--- src/include/wdog_pkg.sv ---
// Purpose: constants and types shared by the windowed watchdog block
// Assumes: classic wishbone slave with 8-bit registers at byte offsets
// Notes: period lengths are powers of two in oscillator cycles
package wdog_pkg;
  localparam int unsigned ADDR_W = 4;
  localparam int unsigned DATA_W = 8;
  localparam int unsigned CNT_W = 25;
  localparam logic [3:0] OFF_CONTROL = 4'h8;
  localparam logic [3:0] OFF_BYPASS_TEST = 4'h9;
  localparam logic [3:0] OFF_CLOCK_TEST = 4'ha;
  localparam logic [3:0] OFF_RESTART_KEY = 4'hb;
  localparam int unsigned BIT_WINDOWED = 7;
  localparam int unsigned BIT_DEBUG_STOP = 6;
  localparam int unsigned RATE_HI = 2;
  localparam logic [2:0] RATE_OFF = 3'h0;
  localparam logic [7:0] KEY_FIRST = 8'h55;
  localparam logic [7:0] KEY_SECOND = 8'haa;
  localparam logic [7:0] BYPASS_TEST_READ = 8'h00;
  localparam logic [7:0] CLOCK_TEST_READ = 8'h80;
  localparam logic [7:0] CONTROL_RESET = 8'h00;
  localparam logic [7:0] READ_ZERO = 8'h00;
  typedef enum logic [1:0] {
    KEY_IDLE,
    KEY_ARMED
  } key_state_t;
endpackage : wdog_pkg

--- src/include/wdog_count_if.sv ---
// Purpose: carries counter control and status between control and counter
// Assumes: single clock domain
// Notes: restart is a one-cycle pulse
`timescale 1ns/1ps
`default_nettype none
interface wdog_count_if;
  logic [2:0] rate;
  logic run;
  logic restart;
  logic in_window;
  logic expired;
  modport ctrl (output rate, output run, output restart, input in_window, input expired);
  modport cnt (input rate, input run, input restart, output in_window, output expired);
endinterface : wdog_count_if
`default_nettype wire

--- src/design/wdog_counter.sv ---
// Purpose: time-out counter with period select and window detection
// Assumes: rate code nonzero while running
// Notes: expired pulses one cycle when the count reaches the period end
`timescale 1ns/1ps
`default_nettype none
module wdog_counter (
  input wire logic clk_i,
  input wire logic rst_i,
  input wire logic ce_i,
  wdog_count_if.cnt cif
);
  logic [wdog_pkg::CNT_W-1:0] count;
  logic [wdog_pkg::CNT_W-1:0] next_count;
  logic expired_q;
  logic next_expired;

  // period length minus one in oscillator cycles
  function automatic logic [wdog_pkg::CNT_W-1:0] period_last(input logic [2:0] rate);
    logic [wdog_pkg::CNT_W-1:0] one;
    one = {{(wdog_pkg::CNT_W-1){1'b0}}, 1'b1};
    case (rate)
      3'h1: period_last = (one << 14) - one; // [RQ6]
      3'h2: period_last = (one << 16) - one;
      3'h3: period_last = (one << 18) - one;
      3'h4: period_last = (one << 20) - one;
      3'h5: period_last = (one << 22) - one;
      3'h6: period_last = (one << 23) - one;
      3'h7: period_last = (one << 24) - one;
      default: period_last = '0;
    endcase
  endfunction : period_last

  logic [wdog_pkg::CNT_W-1:0] last;
  assign last = period_last(cif.rate);
  // window opens at three quarters of the period
  assign cif.in_window = (count >= (last - (last >> 2))); // [RQ1]
  assign cif.expired = expired_q;

  always_comb begin
    next_count = count;
    next_expired = 1'b0;
    if (!cif.run || cif.restart) begin
      next_count = '0; // [RQ11]
    end else if (count == last) begin
      next_expired = 1'b1; // [RQ8]
      next_count = '0;
    end else begin
      next_count = count + 1'b1;
    end
  end

  always_ff @(posedge clk_i) begin
    if (rst_i) begin
      count <= '0;
      expired_q <= 1'b0;
    end else if (ce_i) begin
      count <= next_count;
      expired_q <= next_expired;
    end
  end
endmodule : wdog_counter
`default_nettype wire

--- src/design/windowed_watchdog_timer.sv ---
// Purpose: windowed watchdog timer with wishbone register access
// Assumes: clk_i is the oscillator clock; special_mode_i and debug_active_i are synchronous
// Notes: watchdog_reset_o is a one-cycle registered request to the reset generator
// Functional notes
// (RQ1) windowed mode: restart only in last quarter
// (RQ2) windowed early restart write causes reset
// (RQ3) repeated first keys accepted; second completes
// (RQ4) software waits for next window after restart
// (RQ5) debug stop halts watchdog and periodic timer
// (RQ6) rate field selects period, zero disables
// (RQ7) nonzero rate write enables, starts period
// (RQ8) time-out requests system reset
// (RQ9) mode and rate write-once in user mode
// (RQ10) debug stop bit write-once always
// (RQ11) period counted from latest completed restart
// (RQ12) restart register reads zero, always writable
// (RQ13) restart writes ignored while disabled
// (RQ14) bad key value resets immediately
// (RQ15) software writes first then second key
// (RQ16) repeated same keys tolerated
// (RQ17) bypass test register reads zero outside special
// (RQ18) clock test register reads 0x80 outside special
// (RQ19) reset leaves watchdog disabled
// (RQ20) each cause gives one registered reset pulse
//
// Chosen here: the Wishbone slave port.
`timescale 1ns/1ps
`default_nettype none
module windowed_watchdog_timer (
  input wire logic clk_i,
  input wire logic rst_i,
  input wire logic ce_i,
  input wire logic special_mode_i,
  input wire logic debug_active_i,
  input wire logic cyc_i,
  input wire logic stb_i,
  input wire logic we_i,
  input wire logic [wdog_pkg::ADDR_W-1:0] adr_i,
  input wire logic [wdog_pkg::DATA_W-1:0] dat_i,
  input wire logic sel_i,
  output logic [wdog_pkg::DATA_W-1:0] dat_o,
  output logic ack_o,
  output logic watchdog_reset_o,
  output logic periodic_timer_stop_o
);
  logic windowed_mode;
  logic debug_stop;
  logic [2:0] rate_field;
  logic ctl_written;
  logic dbg_written;
  logic [7:0] bypass_test;
  logic [7:0] clock_test;
  wdog_pkg::key_state_t key_state;
  logic ack;
  logic [7:0] rdata;
  logic rst_req;

  logic next_windowed_mode;
  logic next_debug_stop;
  logic [2:0] next_rate_field;
  logic next_ctl_written;
  logic next_dbg_written;
  logic [7:0] next_bypass_test;
  logic [7:0] next_clock_test;
  wdog_pkg::key_state_t next_key_state;
  logic next_ack;
  logic [7:0] next_rdata;
  logic next_rst_req;
  logic restart_pulse;
  logic counter_ce;

  wdog_count_if cif ();

  function automatic logic hit(input logic [3:0] adr, input logic [3:0] off);
    hit = (adr == off);
  endfunction : hit

  logic access;
  logic wr;
  assign access = cyc_i && stb_i && !ack;
  assign wr = access && we_i && sel_i;

  // freezing the whole counter also freezes the periodic timer via the stop output
  assign periodic_timer_stop_o = debug_stop && debug_active_i; // [RQ5]
  assign counter_ce = ce_i && !(debug_stop && debug_active_i); // [RQ5]

  assign cif.rate = rate_field;
  assign cif.run = (rate_field != wdog_pkg::RATE_OFF);
  assign cif.restart = restart_pulse;

  wdog_counter u_counter (
    .clk_i(clk_i),
    .rst_i(rst_i),
    .ce_i(counter_ce),
    .cif(cif)
  );

  always_comb begin
    next_windowed_mode = windowed_mode;
    next_debug_stop = debug_stop;
    next_rate_field = rate_field;
    next_ctl_written = ctl_written;
    next_dbg_written = dbg_written;
    next_bypass_test = bypass_test;
    next_clock_test = clock_test;
    next_key_state = key_state;
    next_ack = access;
    next_rdata = wdog_pkg::READ_ZERO;
    next_rst_req = 1'b0;
    restart_pulse = 1'b0;

    if (access && !we_i) begin
      if (hit(adr_i, wdog_pkg::OFF_CONTROL)) begin
        next_rdata = {windowed_mode, debug_stop, 3'h0, rate_field};
      end else if (hit(adr_i, wdog_pkg::OFF_BYPASS_TEST)) begin
        next_rdata = special_mode_i ? bypass_test : wdog_pkg::BYPASS_TEST_READ; // [RQ17]
      end else if (hit(adr_i, wdog_pkg::OFF_CLOCK_TEST)) begin
        next_rdata = special_mode_i ? clock_test : wdog_pkg::CLOCK_TEST_READ; // [RQ18]
      end else begin
        next_rdata = wdog_pkg::READ_ZERO; // [RQ12]
      end
    end

    if (wr && hit(adr_i, wdog_pkg::OFF_CONTROL)) begin
      if (special_mode_i || !ctl_written) begin
        next_windowed_mode = dat_i[wdog_pkg::BIT_WINDOWED]; // [RQ9]
        next_rate_field = dat_i[wdog_pkg::RATE_HI:0]; // [RQ6]
        next_ctl_written = 1'b1;
        next_key_state = wdog_pkg::KEY_IDLE;
        restart_pulse = 1'b1; // [RQ7]
      end
      if (!dbg_written) begin
        next_debug_stop = dat_i[wdog_pkg::BIT_DEBUG_STOP]; // [RQ10]
        next_dbg_written = 1'b1;
      end
    end

    if (wr && special_mode_i && hit(adr_i, wdog_pkg::OFF_BYPASS_TEST)) begin
      next_bypass_test = dat_i; // [RQ17]
    end
    if (wr && special_mode_i && hit(adr_i, wdog_pkg::OFF_CLOCK_TEST)) begin
      next_clock_test = dat_i; // [RQ18]
    end

    // writes while disabled fall through with no effect
    if (wr && hit(adr_i, wdog_pkg::OFF_RESTART_KEY) && cif.run) begin // [RQ13]
      if (windowed_mode && !cif.in_window) begin
        next_rst_req = 1'b1; // [RQ2]
        next_key_state = wdog_pkg::KEY_IDLE;
      end else if (dat_i == wdog_pkg::KEY_FIRST) begin
        next_key_state = wdog_pkg::KEY_ARMED; // [RQ3] [RQ16]
      end else if (dat_i == wdog_pkg::KEY_SECOND) begin
        if (key_state == wdog_pkg::KEY_ARMED) begin
          restart_pulse = 1'b1; // [RQ11]
          next_key_state = wdog_pkg::KEY_IDLE;
        end
      end else begin
        next_rst_req = 1'b1; // [RQ14]
        next_key_state = wdog_pkg::KEY_IDLE;
      end
    end

    if (cif.expired) begin
      next_rst_req = 1'b1; // [RQ8]
      next_key_state = wdog_pkg::KEY_IDLE;
    end
  end

  always_ff @(posedge clk_i) begin
    if (rst_i) begin
      windowed_mode <= 1'b0;
      debug_stop <= 1'b0;
      rate_field <= wdog_pkg::RATE_OFF; // [RQ19]
      ctl_written <= 1'b0;
      dbg_written <= 1'b0;
      bypass_test <= wdog_pkg::BYPASS_TEST_READ;
      clock_test <= wdog_pkg::CLOCK_TEST_READ;
      key_state <= wdog_pkg::KEY_IDLE;
      ack <= 1'b0;
      rdata <= wdog_pkg::READ_ZERO;
      rst_req <= 1'b0;
    end else if (ce_i) begin
      windowed_mode <= next_windowed_mode;
      debug_stop <= next_debug_stop;
      rate_field <= next_rate_field;
      ctl_written <= next_ctl_written;
      dbg_written <= next_dbg_written;
      bypass_test <= next_bypass_test;
      clock_test <= next_clock_test;
      key_state <= next_key_state;
      ack <= next_ack;
      rdata <= next_rdata;
      rst_req <= next_rst_req; // [RQ20]
    end
  end

  assign ack_o = ack;
  assign dat_o = rdata;
  assign watchdog_reset_o = rst_req;
endmodule : windowed_watchdog_timer
`default_nettype wire

--- config.mk ---
export PLATFORM = sky130hd
export DESIGN_NAME = windowed_watchdog_timer
export DESIGN_NICKNAME = d
export VERILOG_FILES = /design/src/include/wdog_pkg.sv /design/src/include/wdog_count_if.sv /design/src/design/wdog_counter.sv /design/src/design/windowed_watchdog_timer.sv
export SDC_FILE = /design/constraint.sdc
export NUM_CORES = 1
export LEC_CHECK = 0
export BUFFER_PORTS_ARGS = -buffer_cell sky130_fd_sc_hd__buf_2
export CAP_MARGIN = 10
export CORE_ASPECT_RATIO = 1.25
export CORE_UTILIZATION = 38
export DETAILED_ROUTE_END_ITERATION = 7
export GPL_TIMING_DRIVEN = 0
export PLACE_DENSITY_LB_ADDON = 0.05
export REMOVE_ABC_BUFFERS = 1
export SYNTH_ARGS = -nofsm -noshare
export SYNTH_HDL_FRONTEND = slang
export SYNTH_SLANG_ARGS = --single-unit
--- constraint.sdc ---
create_clock -name clk_i -period 5.25 [get_ports clk_i]
set_input_delay 0.7875 -clock clk_i [delete_from_list [all_inputs] [get_ports clk_i]]
set_output_delay 0.7875 -clock clk_i [all_outputs]
set_load 0.01 [all_outputs]
==> flow_summary_export.csv <==
group,metric,value,unit
status,status,"complete, no violations",
global_route,grt_use_total,20.16,%
yosys,synth_seq_cells,61,
finish,multi_input_area,0.002421,mm²
setup_path,required,5.47,ns
clock_network,path_clk_slew,0.05,ns
yosys,yosys.area_share.simple,28.95,%
finish,nNetsFinal,537,
yosys,yosysUniqueCellTypes,62,
yosys,synth.avg_cell_area,7.937,µm²
routing,ant_nets,0,
sta,setup_viol,0,
pwr,combPwrFrac,4.5,%
floorplanning,die_x,92.40,µm
clock_network,htree_levels,3,
finish,post-route-util,44.29,%
floorplanning,row_count,40,
finish,num-fill-cells,1012,
placement,dp_hpwl,6945,µm
finish,regArea,0.001222,mm²
global_route,grt_pass1_vias,3441,
routing,dr_total_vias,3642,
routing,avgRoutedWirePerCell,15.99,µm
yosys,synth_top_family_by_area,"simple AND/OR/NAND/NOR gates",
finish,syn_to_final_growth,11.38,%
yosys,async_flop_share,0,%
setup_path,start_kind,"flip-flop",
floorplanning,die-area,0.01062,mm²
floorplanning,initial_core_util,39.77,%
yosys,yosysSeqAreaShare,31.46,%
global_route,grt_pass1_wl,16920,µm
clock_network,cts_buffer_depth,2,
pwr,power_density,246.2,mW/mm²
clock_network,cts.sink_count,61,
routing,drt-initial-drc-count,107,
sta,max_slew_margin,21.93,%
yosys,netlist_instances,489,
sta,final.min_clock_period,4.693,ns
sta,slew_viol_final,0,
sta,tns,0,ns
pwr,p_total,1.064,mW
placement,io_buffers,31,
sta,hold_violations,0,
setup_path,worstSetupEndpointType,"flip-flop",
yosys,synth.area.mux_share,3.868,%
yosys,synth-main-ff-cell,"dfxtp_1",
routing,drt-total-wl,10040,µm
floorplanning,design.core.area,0.009759,mm²
yosys,synth_compound_area_share,22.89,%
routing,drt_pass1_iterations,4,
yosys,synth_edf_count,0,
clock_network,cts_hold_buf,0,
clock_network,cts_root_buf,"clkbuf_16",
pwr,leakagePower,1.491,nW
global_route,antenna_found_initial,0,
yosys,synth_area,0.003881,mm²
pwr,switching_share,23.04,%
setup_path,cp.arrival,4.91,ns
sta,clock.fmax,213.1,MHz
floorplanning,die_height,115.0,µm
clock_network,worst_skew_pair.late_latency,0.33,ns
routing,drc,0,
yosys,yosys.area_share.adder,5.803,%
sta,rsz0062_at_grt,"false",
clock_network,cts_tree,"done",
run,drv_cap,0,
global_route,grt_max_degree,64,
placement,gp_congestion,0.7778,
sta,worst_pin_slew,1.171,ns
global_route,grt_remaining_overflow,0,
finish,diodes,0,
pwr,vdd_ir_drop_max,0.0001543,V
clock_network,cts_buffers,9,
setup_path,cp_max_fo,30,
finish,drive_above_1_share,11.35,%
pwr,power_frac_clock,51.8,%
routing,via_per_inst,5.799,
yosys,yosysWarnings,0,
sta,finClkSkew,0.006200,ns
placement,pre_cts_slack,0.09227,ns
setup_path,path_class,"flip-flop to flip-flop",
clock_network,postCtsResizedCells,0,
clock_network,post_cts_buffers,0,
hold_path,worstHoldPathType,"flip-flop to flip-flop",
floorplanning,io-pin-count,32,
pwr,seqPwrFrac,43.7,%
sta,fin_ws,0.5566,ns
pwr,p_switching,245.2,µW
pwr,intPower,819.1,µW
sta,fin_crit_sh,89.40,%
yosys,synth-xor-area-share,0.4513,%
## state kept, by name, summed over array words and instances, names as in the netlist
name / cells
key_state: 2
watchdog_reset_o: 1
u_counter.cif.expired: 1
bypass_test: 8
windowed_mode: 1
u_counter.count: 25
dat_o: 8
dbg_written: 1
ctl_written: 1
debug_stop: 1
cif.rate: 3
ack_o: 1
clock_test: 8
## metrics by stage
stage | cells | cell area [µm²] | hold WS, ns
2_1_floorplan | 455 | 3709 | 0.4260
3_3_place_gp | 612 | 4021 | 0.4402
3_5_place_dp | 613 | 4044 | 0.4462
4_1_cts | 628 | 4320 | 0.4529
5_1_grt | 628 | 4323 | 0.4816
6_report | 628 | 4323 | 0.4535
## per-layer routing
metal,share of wire [%],up-vias,track usage (%)
met5,0,-,0
met4,2.0,0,9.271
met3,2.0,13,2.381
met2,50,45,34.27
met1,46,1748,25.49
li1,-,1836,-
## area by class of cell
cell class / instances / share of cell area [%]
multi-input combinational: 372 / 56.01
sequential: 61 / 28.28
clock buffer: 11 / 5.847
timing repair buffer: 32 / 3.763
tap: 126 / 3.647
inverter: 22 / 1.910
clock inverter: 4 / 0.5499
## cells in the mapped netlist, drive strengths merged, types with 11 or more instances
library cell / number / area share (%)
mux2i: 15 / 3.9
nor2: 44 / 4.3
buf: 14 / 2.5
inv: 22 / 2.1
ha: 18 / 5.8
a32oi: 18 / 4.3
nand2: 49 / 4.7
clkbuf: 20 / 1.9
a21oi: 38 / 4.9
nor3: 12 / 1.5
nand4: 16 / 2.6
dfxtp: 61 / 31
o21ai: 15 / 1.9
nand3: 21 / 2.8
o31ai: 11 / 2.1
## cells by family after synthesis
| kind of cell | count (synthesis) |
|---|---|
| AO/OA/AOI/OAI | 126 |
| XOR/XNOR | 2 |
| adder cells (fa/ha/maj) | 18 |
| buffers and inverters | 56 |
| flip-flops | 61 |
| multiplexers | 15 |
| AND/OR/NAND/NOR | 211 |
## power by group through the flow
stage / sequential (mW) / clock [mW] / combinational, mW
floorplan: 0.475 / 0 / 0.0169
global placement: 0.475 / 0 / 0.0475
detailed placement: 0.475 / 0 / 0.0484
CTS: 0.465 / 0.563 / 0.0485
global route: 0.465 / 0.580 / 0.0532
finish: 0.465 / 0.551 / 0.0483
## path summary, 6_finish.rpt
check,cells past startpoint,startpoint,to,slack (ns)
setup / recovery,15,cif.rate[1],u_counter.count[14],0.56
hold / removal,2,key_state[0],key_state[0],0.45
setup reg to reg,15,cif.rate[1],u_counter.count[14],0.56
hold reg to reg,2,key_state[0],key_state[0],0.45
## critical path, stage by stage (launching register included)
cell       delay [ns]
dfxtp_1          0.54
or3_1            0.57
ha_1             0.44
nand2_1          0.15
nand2_1          0.08
nand2_1          0.09
o211ai_1         0.09
o21ai_0          0.11
o21ai_0          0.14
ha_1             0.20
a21oi_1          0.15
o2111ai_1        0.11
a21oi_1          0.29
a2111o_2         0.61
nand3_2          0.50
o41ai_1          0.48
## layout by cell type, fill, tap and decap left out, types with 9 or more instances in the layout
master | netlist | layout
dfxtp_1 | 61 | 60
nand2_1 | 49 | 49
nor2_1 | 44 | 44
a21oi_1 | 38 | 38
buf_2 | 6 | 31
inv_1 | 22 | 22
nand3_1 | 20 | 20
ha_1 | 18 | 18
a32oi_1 | 17 | 17
nand4_1 | 16 | 16
mux2i_1 | 15 | 15
o21ai_0 | 14 | 14
nor3_1 | 12 | 12
o31ai_1 | 11 | 11
nand2b_1 | 9 | 9
and3b_1 | 9 | 9
nor2b_1 | 9 | 9
clkbuf_16 | 0 | 9
No activity file was read; power rests on OpenSTA's default activity.
